--- src/rtl/pbm_pkg.sv ---
package pbm_pkg;

    localparam int ADDR_W = 8;
    localparam int DATA_W = 32;
    localparam int REG_W = 8;
    localparam int PIN_BASE = 3;
    localparam int PIN_CNT = 5;
    localparam int KEY_CNT = 4;
    localparam int STAT_W = 2;

    typedef logic [ADDR_W-1:0] pbm_addr_t;
    typedef logic [REG_W-1:0] pbm_reg_t;

    // Register byte addresses.
    localparam pbm_addr_t OFF_LEVELS = 8'h00;
    localparam pbm_addr_t OFF_LATCH = 8'h04;
    localparam pbm_addr_t OFF_DIR = 8'h08;
    localparam pbm_addr_t OFF_CTL_MAIN = 8'h0C;
    localparam pbm_addr_t OFF_CTL_SECOND = 8'h10;
    localparam pbm_addr_t OFF_CTL_THIRD = 8'h14;
    localparam pbm_addr_t OFF_OPEN_DRAIN = 8'h18;
    localparam pbm_addr_t OFF_IRQ_STAT = 8'h1C;
    localparam pbm_addr_t OFF_IRQ_MASK = 8'h20;

    // Field positions.
    localparam int B_CHG_FLAG = 0;
    localparam int B_CHG_EN = 3;
    localparam int B_PUD_N = 7;
    localparam int B_EDGE3 = 3;
    localparam int B_EXT3_PRIO = 1;
    localparam int B_CHG_PRIO = 0;
    localparam int B_EXT3_EN = 5;
    localparam int B_EXT3_FLAG = 2;
    localparam int B_CCP2_OD = 6;
    localparam int S_CHG = 0;
    localparam int S_EXT3 = 1;

    // Pin indices inside the five-pin slice, pin 3 first.
    localparam int I_PIN3 = 0;
    localparam int I_PIN5 = 2;
    localparam int I_PIN6 = 3;
    localparam int I_PIN7 = 4;
    localparam int KEY_LO = 1;

    localparam pbm_reg_t RST_LATCH = 8'h00;
    localparam pbm_reg_t RST_DIR = 8'hFF;
    localparam pbm_reg_t RST_CTL_SECOND = 8'h80;
    localparam pbm_reg_t RST_ZERO = 8'h00;

    localparam logic [1:0] RESP_OKAY = 2'h0;
    localparam logic [1:0] RESP_SLVERR = 2'h2;

endpackage

--- src/rtl/pbm_sync_if.sv ---
`timescale 1ns/1ps
interface pbm_sync_if #(parameter int W = 5);
    logic [W-1:0] raw;
    logic [W-1:0] clean;
    modport syncer (input raw, output clean);
    modport user (output raw, input clean);
endinterface

--- src/rtl/pbm_pin_sync.sv ---
`timescale 1ns/1ps
// Three-stage pin synchroniser; a level is accepted once stages two and
// three agree, so a single-cycle disagreement never reaches the port logic.
module pbm_pin_sync #(
    parameter int W = 5
) (
    input wire logic aclk,
    input wire logic aresetn,
    pbm_sync_if.syncer sif
);
    logic [W-1:0] s1_ff;
    logic [W-1:0] s2_ff;
    logic [W-1:0] s3_ff;
    logic [W-1:0] clean_ff;

    if (W < 1) begin : g_bad_width
        $error("pbm_pin_sync needs at least one pin");
    end

    always_ff @(posedge aclk) begin
        if (!aresetn) begin
            s1_ff <= '0;
            s2_ff <= '0;
            s3_ff <= '0;
        end else begin
            s1_ff <= sif.raw;
            s2_ff <= s1_ff;
            s3_ff <= s2_ff;
        end
    end

    always_ff @(posedge aclk) begin
        if (!aresetn) begin
            clean_ff <= '0;
        end else begin
            clean_ff <= (s2_ff & s3_ff) | (clean_ff & (s2_ff | s3_ff));
        end
    end

    assign sif.clean = clean_ff;

endmodule // pbm_pin_sync

--- src/rtl/pbm_port_b_upper.sv ---
`timescale 1ns/1ps
// What this block does
// - Direction one makes an input, readable; pull-up only while disable clear.
// - Mapped channel with direction zero drives pin 3 instead of latch.
// - PWM A on pin 3 may tri-state during shutdown; beats port data.
// - Channel maps to pin 3 only with select clear and extended mode.
// - Pin 3 as input feeds external interrupt line 3.
// - Pin 5 feeds timer one gate and timer three clock always.
// - Don't-care alternate inputs ignore the direction bit.
// - In programming mode pin 6 is the serial clock input.
// - In programming mode pin 7 drives data out when transmitting.
// - In programming mode pin 7 takes data in when not transmitting.
// - Clearing the disable bit enables pull-ups; outputs lose theirs.
// - Pull-ups are disabled after reset.
// - Input pins 4 to 7 compared with last level read or write; mismatch sets flag.
// - Mismatch keeps setting flag; port access ends it.
module pbm_port_b_upper
    import pbm_pkg::*;
#(
    parameter int ADDR_WIDTH = pbm_pkg::ADDR_W
) (
    input wire logic aclk,
    input wire logic aresetn,
    input wire logic [pbm_pkg::ADDR_W-1:0] s_axi_awaddr,
    input wire logic s_axi_awvalid,
    output logic s_axi_awready,
    input wire logic [pbm_pkg::DATA_W-1:0] s_axi_wdata,
    input wire logic [3:0] s_axi_wstrb,
    input wire logic s_axi_wvalid,
    output logic s_axi_wready,
    output logic [1:0] s_axi_bresp,
    output logic s_axi_bvalid,
    input wire logic s_axi_bready,
    input wire logic [pbm_pkg::ADDR_W-1:0] s_axi_araddr,
    input wire logic s_axi_arvalid,
    output logic s_axi_arready,
    output logic [pbm_pkg::DATA_W-1:0] s_axi_rdata,
    output logic [1:0] s_axi_rresp,
    output logic s_axi_rvalid,
    input wire logic s_axi_rready,
    input wire logic [pbm_pkg::PIN_CNT-1:0] pin_in,
    output logic [pbm_pkg::PIN_CNT-1:0] pin_out,
    output logic [pbm_pkg::PIN_CNT-1:0] pin_oe,
    output logic [pbm_pkg::PIN_CNT-1:0] pin_pullup,
    input wire logic ccp_two_out,
    input wire logic ccp_two_pin_select,
    input wire logic ext_mcu_mode,
    input wire logic pwm_shutdown,
    input wire logic pwm_shutdown_tristate,
    input wire logic prog_mode,
    input wire logic prog_data_drive,
    input wire logic prog_data_out,
    output logic ccp_two_capture_in,
    output logic charge_unit_edge2_in,
    output logic ext_irq3_input,
    output logic key_change_in0,
    output logic key_change_in1,
    output logic key_change_in2,
    output logic key_change_in3,
    output logic timer_three_clock_in,
    output logic timer_one_gate_in,
    output logic prog_serial_clock,
    output logic prog_serial_data,
    output logic port_change_flag,
    output logic ext_irq3_flag,
    output logic irq
);
    import pbm_pkg::*;

    if (ADDR_WIDTH != ADDR_W) begin : g_bad_addr
        $error("pbm_port_b_upper supports only the package address width");
    end

    pbm_sync_if #(.W(PIN_CNT)) sif ();

    pbm_pin_sync #(.W(PIN_CNT)) u_sync (
        .aclk(aclk),
        .aresetn(aresetn),
        .sif(sif)
    );

    assign sif.raw = pin_in;

    // Bus handshake state.
    logic awready_ff;
    logic wready_ff;
    logic aw_got_ff;
    logic w_got_ff;
    pbm_addr_t waddr_ff;
    logic [REG_W-1:0] wdata_ff;
    logic wstrb_ff;
    logic bvalid_ff;
    logic [1:0] bresp_ff;
    logic arready_ff;
    logic rvalid_ff;
    logic [DATA_W-1:0] rdata_ff;
    logic [1:0] rresp_ff;
    logic do_wr;
    logic do_rd;
    logic nxt_aw_got;
    logic nxt_w_got;
    logic nxt_rvalid;

    // Software registers.
    pbm_reg_t lat_ff;
    pbm_reg_t dir_ff;
    logic chg_en_ff;
    pbm_reg_t ctl2_ff;
    logic ext3_en_ff;
    logic ccp_od_ff;
    logic [STAT_W-1:0] stat_ff;
    logic [STAT_W-1:0] mask_ff;
    logic [KEY_CNT-1:0] old_ff;

    // Pin and tap state.
    logic [PIN_CNT-1:0] out_ff;
    logic [PIN_CNT-1:0] oe_ff;
    logic [PIN_CNT-1:0] pull_ff;
    logic [PIN_CNT-1:0] nxt_out;
    logic [PIN_CNT-1:0] nxt_oe;
    logic [PIN_CNT-1:0] nxt_pull;
    logic ccp_cap_ff;
    logic edge2_ff;
    logic ext3_ff;
    logic ext3_d_ff;
    logic [KEY_CNT-1:0] key_ff;
    logic t3_ff;
    logic t1g_ff;
    logic pgc_ff;
    logic pgd_ff;
    logic irq_ff;

    logic [PIN_CNT-1:0] clean;
    logic [PIN_CNT-1:0] pin_dir;
    logic [KEY_CNT-1:0] key_dir;
    logic ccp_mapped;
    logic mismatch;
    logic ext3_edge;
    logic wr_ok;
    logic [DATA_W-1:0] rd_word;
    logic rd_ok;

    function automatic logic is_mapped(input pbm_addr_t a);
        is_mapped = (a == OFF_LEVELS) || (a == OFF_LATCH) ||
            (a == OFF_DIR) || (a == OFF_CTL_MAIN) ||
            (a == OFF_CTL_SECOND) || (a == OFF_CTL_THIRD) ||
            (a == OFF_OPEN_DRAIN) || (a == OFF_IRQ_STAT) ||
            (a == OFF_IRQ_MASK);
    endfunction

    assign clean = sif.clean;
    assign pin_dir = dir_ff[PIN_BASE +: PIN_CNT];
    assign key_dir = dir_ff[PIN_BASE + KEY_LO +: KEY_CNT];
    assign ccp_mapped = !ccp_two_pin_select && ext_mcu_mode;

    // Write address and data are taken independently; the write happens
    // once both are held and no response is pending.
    assign do_wr = aw_got_ff && w_got_ff && !bvalid_ff;
    assign wr_ok = do_wr && wstrb_ff;
    assign do_rd = s_axi_arvalid && arready_ff;
    assign nxt_aw_got = do_wr ? 1'b0 :
        (aw_got_ff || (s_axi_awvalid && awready_ff));
    assign nxt_w_got = do_wr ? 1'b0 :
        (w_got_ff || (s_axi_wvalid && wready_ff));
    assign nxt_rvalid = do_rd || (rvalid_ff && !s_axi_rready);

    always_ff @(posedge aclk) begin
        if (!aresetn) begin
            aw_got_ff <= 1'b0;
            w_got_ff <= 1'b0;
            awready_ff <= 1'b0;
            wready_ff <= 1'b0;
            waddr_ff <= '0;
            wdata_ff <= '0;
            wstrb_ff <= 1'b0;
        end else begin
            aw_got_ff <= nxt_aw_got;
            w_got_ff <= nxt_w_got;
            awready_ff <= !nxt_aw_got;
            wready_ff <= !nxt_w_got;
            if (s_axi_awvalid && awready_ff) begin
                waddr_ff <= s_axi_awaddr;
            end
            if (s_axi_wvalid && wready_ff) begin
                wdata_ff <= s_axi_wdata[REG_W-1:0];
                wstrb_ff <= s_axi_wstrb[0];
            end
        end
    end

    always_ff @(posedge aclk) begin
        if (!aresetn) begin
            bvalid_ff <= 1'b0;
            bresp_ff <= RESP_OKAY;
        end else if (do_wr) begin
            bvalid_ff <= 1'b1;
            bresp_ff <= is_mapped(waddr_ff) ? RESP_OKAY : RESP_SLVERR;
        end else if (s_axi_bready) begin
            bvalid_ff <= 1'b0;
        end
    end

    // Read data; pins 0 to 2 are outside this block and read as zero in the level register.
    always_comb begin
        rd_word = '0;
        rd_ok = 1'b1;
        case (s_axi_araddr)
            OFF_LEVELS: rd_word[PIN_BASE +: PIN_CNT] = clean;
            OFF_LATCH: rd_word[REG_W-1:0] = lat_ff;
            OFF_DIR: rd_word[REG_W-1:0] = dir_ff;
            OFF_CTL_MAIN: begin
                rd_word[B_CHG_EN] = chg_en_ff;
                rd_word[B_CHG_FLAG] = stat_ff[S_CHG];
            end
            OFF_CTL_SECOND: rd_word[REG_W-1:0] = ctl2_ff;
            OFF_CTL_THIRD: begin
                rd_word[B_EXT3_EN] = ext3_en_ff;
                rd_word[B_EXT3_FLAG] = stat_ff[S_EXT3];
            end
            OFF_OPEN_DRAIN: rd_word[B_CCP2_OD] = ccp_od_ff;
            OFF_IRQ_STAT: rd_word[STAT_W-1:0] = stat_ff;
            OFF_IRQ_MASK: rd_word[STAT_W-1:0] = mask_ff;
            default: rd_ok = 1'b0;
        endcase
    end

    always_ff @(posedge aclk) begin
        if (!aresetn) begin
            rvalid_ff <= 1'b0;
            arready_ff <= 1'b0;
            rdata_ff <= '0;
            rresp_ff <= RESP_OKAY;
        end else begin
            rvalid_ff <= nxt_rvalid;
            arready_ff <= !nxt_rvalid;
            if (do_rd) begin
                rdata_ff <= rd_word;
                rresp_ff <= rd_ok ? RESP_OKAY : RESP_SLVERR;
            end
        end
    end

    // Writes to either the level or the latch address land in the latch.
    always_ff @(posedge aclk) begin
        if (!aresetn) begin
            lat_ff <= RST_LATCH;
            dir_ff <= RST_DIR;
            chg_en_ff <= 1'b0;
            ctl2_ff <= RST_CTL_SECOND;
            ext3_en_ff <= 1'b0;
            ccp_od_ff <= 1'b0;
            mask_ff <= '0;
        end else if (wr_ok) begin
            case (waddr_ff)
                OFF_LEVELS: lat_ff <= wdata_ff;
                OFF_LATCH: lat_ff <= wdata_ff;
                OFF_DIR: dir_ff <= wdata_ff;
                OFF_CTL_MAIN: chg_en_ff <= wdata_ff[B_CHG_EN];
                OFF_CTL_SECOND: ctl2_ff <= wdata_ff;
                OFF_CTL_THIRD: ext3_en_ff <= wdata_ff[B_EXT3_EN];
                OFF_OPEN_DRAIN: ccp_od_ff <= wdata_ff[B_CCP2_OD];
                OFF_IRQ_MASK: mask_ff <= wdata_ff[STAT_W-1:0];
                default: ;
            endcase
        end
    end

    // Change detection: any read of the level register, or a write to it with byte strobe 0 set, re-arms the
    // reference so that a standing mismatch ends on the next cycle.
    assign mismatch = |((clean[KEY_LO +: KEY_CNT] ^ old_ff) & key_dir);

    always_ff @(posedge aclk) begin
        if (!aresetn) begin
            old_ff <= '0;
        end else if ((do_rd && s_axi_araddr == OFF_LEVELS) ||
                (wr_ok && waddr_ff == OFF_LEVELS)) begin
            old_ff <= clean[KEY_LO +: KEY_CNT];
        end
    end

    assign ext3_edge = ctl2_ff[B_EDGE3] ? (ext3_ff && !ext3_d_ff) :
        (!ext3_ff && ext3_d_ff);

    // Status bits are write-one-to-clear; a new event in the same cycle wins.
    always_ff @(posedge aclk) begin
        if (!aresetn) begin
            stat_ff <= '0;
        end else begin
            for (int i = 0; i < STAT_W; i++) begin
                if (wr_ok && waddr_ff == OFF_IRQ_STAT && wdata_ff[i]) begin
                    stat_ff[i] <= 1'b0;
                end
            end
            if (mismatch) begin
                stat_ff[S_CHG] <= 1'b1;
            end
            if (ext3_edge) begin
                stat_ff[S_EXT3] <= 1'b1;
            end
        end
    end

    always_ff @(posedge aclk) begin
        if (!aresetn) begin
            irq_ff <= 1'b0;
        end else begin
            irq_ff <= |(stat_ff & mask_ff);
        end
    end

    // Pin drive: latch by default, then the channel, then programming mode.
    always_comb begin
        nxt_oe = ~pin_dir;
        nxt_out = lat_ff[PIN_BASE +: PIN_CNT];
        if (ccp_mapped && !pin_dir[I_PIN3]) begin
            if (pwm_shutdown && pwm_shutdown_tristate) begin
                nxt_oe[I_PIN3] = 1'b0;
            end else if (ccp_od_ff) begin
                nxt_out[I_PIN3] = 1'b0;
                nxt_oe[I_PIN3] = !ccp_two_out;
            end else begin
                nxt_out[I_PIN3] = ccp_two_out;
            end
        end
        if (prog_mode) begin
            nxt_oe[I_PIN6] = 1'b0;
            nxt_oe[I_PIN7] = prog_data_drive;
            nxt_out[I_PIN7] = prog_data_out;
        end
        nxt_pull = ~nxt_oe & {PIN_CNT{!ctl2_ff[B_PUD_N]}};
    end

    always_ff @(posedge aclk) begin
        if (!aresetn) begin
            out_ff <= '0;
            oe_ff <= '0;
            pull_ff <= '0;
        end else begin
            out_ff <= nxt_out;
            oe_ff <= nxt_oe;
            pull_ff <= nxt_pull;
        end
    end

    // Input taps toward the peripherals.
    always_ff @(posedge aclk) begin
        if (!aresetn) begin
            ccp_cap_ff <= 1'b0;
            edge2_ff <= 1'b0;
            ext3_ff <= 1'b0;
            ext3_d_ff <= 1'b0;
            key_ff <= '0;
            t3_ff <= 1'b0;
            t1g_ff <= 1'b0;
            pgc_ff <= 1'b0;
            pgd_ff <= 1'b0;
        end else begin
            ccp_cap_ff <= ccp_mapped && pin_dir[I_PIN3] && clean[I_PIN3];
            edge2_ff <= clean[I_PIN3];
            ext3_ff <= pin_dir[I_PIN3] && clean[I_PIN3];
            ext3_d_ff <= ext3_ff;
            key_ff <= clean[KEY_LO +: KEY_CNT] & key_dir;
            t3_ff <= clean[I_PIN5];
            t1g_ff <= clean[I_PIN5];
            pgc_ff <= prog_mode && clean[I_PIN6];
            pgd_ff <= prog_mode && !prog_data_drive && clean[I_PIN7];
        end
    end

    assign s_axi_awready = awready_ff;
    assign s_axi_wready = wready_ff;
    assign s_axi_bvalid = bvalid_ff;
    assign s_axi_bresp = bresp_ff;
    assign s_axi_arready = arready_ff;
    assign s_axi_rvalid = rvalid_ff;
    assign s_axi_rdata = rdata_ff;
    assign s_axi_rresp = rresp_ff;
    assign pin_out = out_ff;
    assign pin_oe = oe_ff;
    assign pin_pullup = pull_ff;
    assign ccp_two_capture_in = ccp_cap_ff;
    assign charge_unit_edge2_in = edge2_ff;
    assign ext_irq3_input = ext3_ff;
    assign key_change_in0 = key_ff[0];
    assign key_change_in1 = key_ff[1];
    assign key_change_in2 = key_ff[2];
    assign key_change_in3 = key_ff[3];
    assign timer_three_clock_in = t3_ff;
    assign timer_one_gate_in = t1g_ff;
    assign prog_serial_clock = pgc_ff;
    assign prog_serial_data = pgd_ff;
    assign port_change_flag = stat_ff[S_CHG];
    assign ext_irq3_flag = stat_ff[S_EXT3];
    assign irq = irq_ff;

    a_input_no_drive: assert property (@(posedge aclk) disable iff (!aresetn)
        $past(pin_dir[1]) |-> !oe_ff[1])
        else $error("pin 4 driven while set as input");

    a_ccp_drives: assert property (@(posedge aclk) disable iff (!aresetn)
        ccp_mapped && !pin_dir[I_PIN3] && !pwm_shutdown && !ccp_od_ff &&
        !prog_mode |=> oe_ff[I_PIN3] && out_ff[I_PIN3] == $past(ccp_two_out))
        else $error("channel output not on pin 3");

    a_pwm_tristate: assert property (@(posedge aclk) disable iff (!aresetn)
        ccp_mapped && !pin_dir[I_PIN3] && pwm_shutdown &&
        pwm_shutdown_tristate |=> !oe_ff[I_PIN3])
        else $error("pin 3 still driven during shutdown");

    a_ccp_unmapped: assert property (@(posedge aclk) disable iff (!aresetn)
        !ccp_mapped && !pin_dir[I_PIN3] |=>
        oe_ff[I_PIN3] && out_ff[I_PIN3] == $past(lat_ff[PIN_BASE]))
        else $error("pin 3 not from latch when channel unmapped");

    a_timer_tap: assert property (@(posedge aclk) disable iff (!aresetn)
        $rose(clean[I_PIN5]) |=> timer_three_clock_in && timer_one_gate_in)
        else $error("pin 5 rise missing on timer taps");

    a_prog_clock_in: assert property (@(posedge aclk) disable iff (!aresetn)
        prog_mode |=> !oe_ff[I_PIN6] && pgc_ff == $past(clean[I_PIN6]))
        else $error("pin 6 not serial clock input");

    a_prog_data_out: assert property (@(posedge aclk) disable iff (!aresetn)
        prog_mode && prog_data_drive |=>
        oe_ff[I_PIN7] && out_ff[I_PIN7] == $past(prog_data_out))
        else $error("pin 7 not driving serial data");

    a_prog_data_in: assert property (@(posedge aclk) disable iff (!aresetn)
        prog_mode && !prog_data_drive |=> !oe_ff[I_PIN7])
        else $error("pin 7 driven while programmer sends");

    a_pullup_output: assert property (@(posedge aclk) disable iff (!aresetn)
        (oe_ff & pull_ff) == '0)
        else $error("pull-up on while pin drives");

    a_pullup_reset: assert property (@(posedge aclk)
        !aresetn |=> pull_ff == '0)
        else $error("pull-ups on straight after reset");

    a_change_flag: assert property (@(posedge aclk) disable iff (!aresetn)
        mismatch |=> stat_ff[S_CHG] [*1] ##1 stat_ff[S_CHG] || !mismatch)
        else $error("mismatch did not set change flag");

    a_latch_write: assert property (@(posedge aclk) disable iff (!aresetn)
        wr_ok && waddr_ff == OFF_LATCH |=> lat_ff == $past(wdata_ff))
        else $error("latch write lost");

endmodule // pbm_port_b_upper

--- config.mk ---
export PLATFORM = sky130hd
export DESIGN_NAME = pbm_port_b_upper
export DESIGN_NICKNAME = d
export VERILOG_FILES = /design/src/rtl/pbm_pkg.sv /design/src/rtl/pbm_sync_if.sv /design/src/rtl/pbm_pin_sync.sv /design/src/rtl/pbm_port_b_upper.sv
export SDC_FILE = /design/constraint.sdc
export NUM_CORES = 1
export LEC_CHECK = 0
export BUFFER_PORTS_ARGS = -buffer_cell sky130_fd_sc_hd__buf_2
export CORE_MARGIN = 2
export CORE_UTILIZATION = 46
export CTS_CLUSTER_DIAMETER = 40
export DETAILED_ROUTE_END_ITERATION = 12
export GPL_ROUTABILITY_DRIVEN = 0
export GPL_TIMING_DRIVEN = 0
export PLACE_DENSITY = 0.8
export SETUP_SLACK_MARGIN = 0.02
export SLEW_MARGIN = 5
export SYNTH_ARGS = -nofsm -noshare
export SYNTH_HDL_FRONTEND = slang
export SYNTH_SLANG_ARGS = --single-unit
--- constraint.sdc ---
create_clock -name aclk -period 1.5 [get_ports aclk]
set_input_delay 0.3 -clock aclk [delete_from_list [all_inputs] [get_ports aclk]]
set_output_delay 0.3 -clock aclk [all_outputs]
set_load 0.01 [all_outputs]
==> flow_summary.json, run 1 <==
{
  "status": "finished, final reports clean",
  "ys_ff_latch": 116,
  "drtIter0Drc": 282,
  "final_cell_mix": "dfxtp_1 (109), buf_2 (88), nand2_1 (58)",
  "fmax_mhz": 703.3,
  "die_area_um2": 10860,
  "slowest_stage": "or4_4",
  "critPathMaxFanout": 7,
  "cp_common_cell": "a21oi_1",
  "synth_area_um2": 4621,
  "yosysTopAreaCell": "dfxtp_1",
  "io_pins": 142,
  "hpwlAfterDp_um": 8303,
  "initial_core_util": 0.4727,
  "drv_cap": 0,
  "vias": 4007,
  "n_antenna_cell": 0,
  "tightest_slew_ns": 0.5958,
  "reg2reg_slack_ns": 0.08,
  "crit_chain": "buf_2 > or4_4 > buf_6 > a2111oi_0 > a21oi_1 > a21oi_1",
  "final_nets": 701,
  "fin_tns_setup_ns": 0,
  "setup_slack_ns": 0.07812,
  "netlist.area_leader.share": 0.5026,
  "criticalPathCategory": "in2reg",
  "viasPerCell": 5.170,
  "core-area_um2": 9774,
  "antenna_found_initial": 0,
  "final_common_cell": "dfxtp_1",
  "grt_pass1_wl_um": 19530,
  "maxSlewHeadroom": 0.5925,
  "ys_async_sr_fraction": 0,
  "peakVddDrop_uv": 717.1,
  "cts_tree": "yes",
  "synth.yosys.warnings": 0,
  "clkLatencyLatePin_ns": 0.51,
  "clock-root-buffer": "clkbuf_8",
  "fin_cells": 775,
  "crit_arrival_ns": 1.86,
  "power.density_nw_per_um2": 1236,
  "synth_area_leaders": "dfxtp_1 (50%), mux2i_1 (8.9%), nand2_1 (4.8%), buf_4 (4.4%), and2_1 (3.7%)",
  "track_usage": 0.2262,
  "nFillCells": 829,
  "cp-end-kind": "register",
  "power_leakage_nw": 2.833,
  "wl_um": 12280,
  "ant_nets": 0,
  "synth_ff_type": "dfxtp_1",
  "final-hold-violation-count": 0,
  "r2r-end": "ctl2_ff[2]",
  "ys_types": 49,
  "cts_buffer_depth": 2,
  "area_growth_syn_to_layout_pct": 32.30,
  "worstRegToRegCells": 4,
  "die_h_um": 104.2,
  "clock_skew_ns": 0.007611,
  "overflow": 0,
  "pre_cts_slack_ns": -0.5444,
  "drive_above_1_share": 0.2850,
  "rsz0062_at_grt": "yes",
  "numCtsBuffers": 17,
  "numPortBuffers": 84,
  "worstSetupEndpoint": "s_axi_rdata[0]",
  "clkTransAtPathRegs_ns": 0.06,
  "fp.dieW_um": 104.2,
  "slew_violations": 0,
  "num_rows": 36,
  "syn_avg_cell_area_um2": 9.392,
  "drt-pass1-iter-count": 5,
  "period_share": 0.9479,
  "grt_pass1_vias": 3878,
  "wl_per_cell_um": 15.84,
  "crit_required_ns": 1.94,
  "ys_seq_area_frac": 0.5026,
  "grt_max_degree": 17,
  "start_kind": "input pin",
  "drc": 0,
  "reg2reg_from": "waddr_ff[1]",
  "cts_sinks": 116,
  "htree_num_levels": 4,
  "hold_path.class": "in2reg",
  "synth_edf_count": 0,
  "setup_viol": 0,
  "critPathMaxStageDelay_ns": 0.53,
  "min_period_ns": 1.422,
  "postSynthCellCount": 492,
  "fin_util": 0.6254,
  "place_inst": 734,
  "startpoint": "s_axi_araddr[7]"
}
==> stage by stage <==
step	area [µm²]	hold slack, ns	power (mW)
CTS	6065	0.001961	7.562
global placement	5319	0.4160	3.720
detailed placement	5319	0.4202	3.738
finish	6113	0.01326	7.556
floorplan	4732	0.3761	3.570
global route	6113	0.006673	7.810
==> cell usage after synthesis, drive strengths merged (2+ instances only) <==
master	n
nand2	59
nor3	5
a22oi	4
or4bb	3
o21ai	19
nand3b	8
nor4b	3
and3	6
nand2b	8
a2111oi	2
nor2b	3
a221oi	3
dfxtp	116
xor2	4
a21oi	33
a31oi	4
and2	27
mux2i	41
nor4	4
nand3	18
o2bb2ai	2
buf	32
nor2	43
nor3b	2
clkbuf	20
nand4	3
inv	5
==> what timing repair did <==
item / in CTS / in global routing
buffers inserted: 2 / 2
hold endpoints to repair: 5 / 0
gates cloned: 0 / 1
setup endpoints to repair: 41 / 37
pin swaps: 3 / 4
resized for setup: 24 / 8
hold buffers: 5 / 0
==> cell type report <==
| cell class | instances | area, µm² | area share |
|---|---|---|---|
| clock buffer | 20 | 435.4 | 0.07122 |
| tap | 133 | 166.4 | 0.02722 |
| clock inverter | 12 | 131.4 | 0.02149 |
| inverter | 5 | 18.77 | 0.003070 |
| timing repair buffer | 93 | 500.5 | 0.08187 |
| sequential | 116 | 2333 | 0.3817 |
| multi-input combinational | 345 | 2220 | 0.3631 |
| buffer | 51 | 307.8 | 0.05035 |
==> report_power, final <==
group | internal, mW | leakage (nW) | switching [mW] | total, mW
Combinational | 0.238 | 1.62 | 0.303 | 0.541
Sequential | 3.15 | 0.945 | 0.0732 | 3.23
Clock | 2.40 | 0.267 | 1.39 | 3.79
Total | 5.79 | 2.83 | 1.76 | 7.56
==> flip-flops by register name, indices dropped and copies added (netlist names), 2 cells and up <==
name / flops
ctl2_ff: 8
dir_ff: 8
lat_ff: 8
s_axi_rdata: 8
waddr_ff: 8
wdata_ff: 8
pin_oe: 5
pin_out: 5
pin_pullup: 5
u_sync.s1_ff: 5
u_sync.s2_ff: 5
u_sync.s3_ff: 5
u_sync.sif.clean: 5
key_ff: 4
old_ff: 4
mask_ff: 2
stat_ff: 2
==> critical path, delay by kind of cell <==
family / cells / cell delay [ns]
AOI/OAI and AO/OA: 3 / 0.77
buffers and inverters: 2 / 0.26
and+or+nand+nor: 1 / 0.53
==> logic make-up (layout without fill, tap and decap cells) <==
| family | count (synthesis) | after routing | synth area share |
|---|---|---|---|
| buffers and inverters | 57 | 181 | 0.07040 |
| AOI/OAI and AO/OA | 74 | 74 | 0.09370 |
| other | 1 | 26 | 0.0008116 |
| muxes | 43 | 43 | 0.09613 |
| xor gates and xnor gates | 4 | 4 | 0.007581 |
| and+or+nand+nor | 197 | 198 | 0.2288 |
| DFF | 116 | 116 | 0.5026 |
==> layer usage <==
metal	GRT usage	wire, µm
met1	0.2881	5150
met2	0.3642	5820
met3	0.06203	1049
met4	0.09073	258
met5	0	0
==> how the worst min path moves through the flow <==
stage / end / cells after the start / startpoint / slack, ns
global placement: u_sync.s2_ff[4] / 1 / u_sync.s1_ff[4] / 0.42
finish: u_sync.s1_ff[0] / 2 / pin_in[0] / 0.01
global route: u_sync.s1_ff[0] / 2 / pin_in[0] / 0.007
CTS: u_sync.s1_ff[0] / 2 / pin_in[0] / 0.002
floorplan: prog_serial_data / 1 / prog_data_drive / 0.38
detailed placement: u_sync.s2_ff[4] / 1 / u_sync.s1_ff[4] / 0.42
Power figures use the tool's default switching activity.
==> run 2, diff against run 1 <==
Settings changed: GPL_TIMING_DRIVEN 0 to unset.
==> run 2 against run 1 <==
The run now ends with setup timing left. Non-clock buffer count decreased by 25. Final cell count decreased by 3.4%. Core utilization decreased by 0.47 points. Sequential cell count unchanged. Clock-buffer cell count decreased by 3. Via count decreased by 1.3%. Register-to-register slack got worse by 0.09 ns.
==> flow_summary.json, run 2 (synthesis gave the netlist of run 1 again) <==
{
  "status": "finished with violations",
  "violations": "setup timing",
  "nFillCells": 787,
  "clock_skew_ns": 0.01057,
  "crit_chain": "nor4_4 > buf_4 > buf_12 > nand3_4 > mux2i_1 > nor2_1",
  "die_area_um2": 10860,
  "reg2reg_from": "waddr_ff[0]",
  "wl_met1_um": 5021,
  "final_common_cell": "dfxtp_1",
  "drtIter0Drc": 286,
  "crit_required_ns": 1.91,
  "track_usage": 0.2241,
  "hold_path.class": "in2reg",
  "viasPerCell": 5.282,
  "hpwlAfterDp_um": 7852,
  "crit_arrival_ns": 1.92,
  "start_kind": "register",
  "grt_pass1_vias": 3898,
  "clkTransAtPathRegs_ns": 0.06,
  "io_pins": 142,
  "fin_hold_ws_ns": 0.01408,
  "wl_um": 11950,
  "pre_cts_slack_ns": -0.2147,
  "setup_viol": 1,
  "fin_util": 0.6207,
  "drive_above_1_share": 0.2841,
  "final-hold-violation-count": 0,
  "grt_pass1_wl_um": 19200,
  "final_nets": 675,
  "clkLatencyLatePin_ns": 0.52,
  "numCtsBuffers": 17,
  "peakVddDrop_uv": 608.3,
  "vias": 3956,
  "power.density_nw_per_um2": 1334,
  "drc": 0,
  "cts_tree": "yes",
  "place_area_um2": 5240,
  "rsz0062_at_grt": "yes",
  "critPathMaxFanout": 8,
  "drv_cap": 0,
  "power_leakage_nw": 2.786,
  "total_power_mw": 8.094,
  "slowest_stage": "dfxtp_4",
  "final_cell_area_um2": 6067,
  "core-area_um2": 9774,
  "criticalPathCategory": "reg2reg",
  "ant_nets": 0,
  "slew_violations": 0,
  "grt_max_degree": 41,
  "worstHoldStart": "s_axi_wstrb[0]",
  "startpoint": "waddr_ff[0]",
  "fp.dieW_um": 104.2,
  "min_period_ns": 1.514,
  "wl_per_cell_um": 15.95,
  "initial_core_util": 0.4727,
  "drt-pass1-iter-count": 7,
  "critPathMaxStageDelay_ns": 0.37,
  "htree_num_levels": 4,
  "overflow": 0,
  "highest_layer": "met4",
  "numPortBuffers": 88,
  "cp-end-kind": "register",
  "antenna_found_initial": 0,
  "setup_slack_ns": -0.01401,
  "period_share": 1.009,
  "die_h_um": 104.2,
  "route.met3.wl_um": 799,
  "cts_buffer_depth": 2,
  "clock-root-buffer": "clkbuf_8",
  "n_antenna_cell": 0,
  "dr_wl_met2_um": 5751,
  "final_cell_mix": "dfxtp_1 (110), buf_2 (88), nand2_1 (59)",
  "cts_sinks": 116,
  "fmax_mhz": 660.5,
  "area_growth_syn_to_layout_pct": 31.30,
  "num_rows": 36
}
run 2: cell types whose count changed in the layout (fill, tap and decap cells not counted), sizes merged:
cell	delta
clkbuf	-22
buf	-6
bufinv	+3
clkinvlp	-2
and4b	-1
clkinv	+1
inv	+1
run 2: stage by stage:
step | std cells | setup TNS (ns)
after floorplan | 517 | -0.2738
after global placement | 709 | -1.583
after detailed placement | 709 | -2.290
after CTS | 748 | 0
after global routing | 749 | -0.4518
final | 749 | -0.01401
run 2: path summary, 6_finish.rpt:
path / end / slack, ns / cells after the start
min: wstrb_ff / 0.01 / 3
min reg2reg: u_sync.s2_ff[0] / 0.44 / 1
max reg2reg: lat_ff[7] / -0.01 / 6
max: lat_ff[7] / -0.01 / 6
run 2: critical path, delay by kind of cell, from the launching register on:
kind | cells | cell delay, ns
buffers and inverters | 2 | 0.27
multiplexers | 1 | 0.25
flip-flops | 1 | 0.37
AND/OR/NAND/NOR | 3 | 0.50
run 2: cell type report:
type	instances	area, µm²	share of cell area
flip-flops and latches	116	2337	0.3852
multi-input cells	344	2163	0.3566
repair buffers	119	739.5	0.1219
clock buffers	17	414.1	0.06826
clock inverters	15	227.7	0.03753
well taps	133	166.4	0.02743
inverters	5	18.77	0.003093
run 2: repair_timing:
action / CTS / global route
resized for setup: 11 / 14
pin swaps: 2 / 3
endpoints found under the hold margin: 5 / 0
cloned: 0 / 0
setup buffers: 2 / 1
endpoints found under the setup margin: 28 / 33
hold buffers: 5 / 0
run 2: power by group:
part	switching (mW)	total, mW	internal [mW]
clock	1.49	4.37	2.88
sequential	0.0659	3.22	3.15
combinational	0.285	0.508	0.223
run 2: routing by layer:
layer / global-route usage / up-vias
met5: 0 / -
met2: 0.3675 / 186
met4: 0.1110 / 0
met3: 0.06140 / 37
li1: - / 1866
met1: 0.2713 / 1867
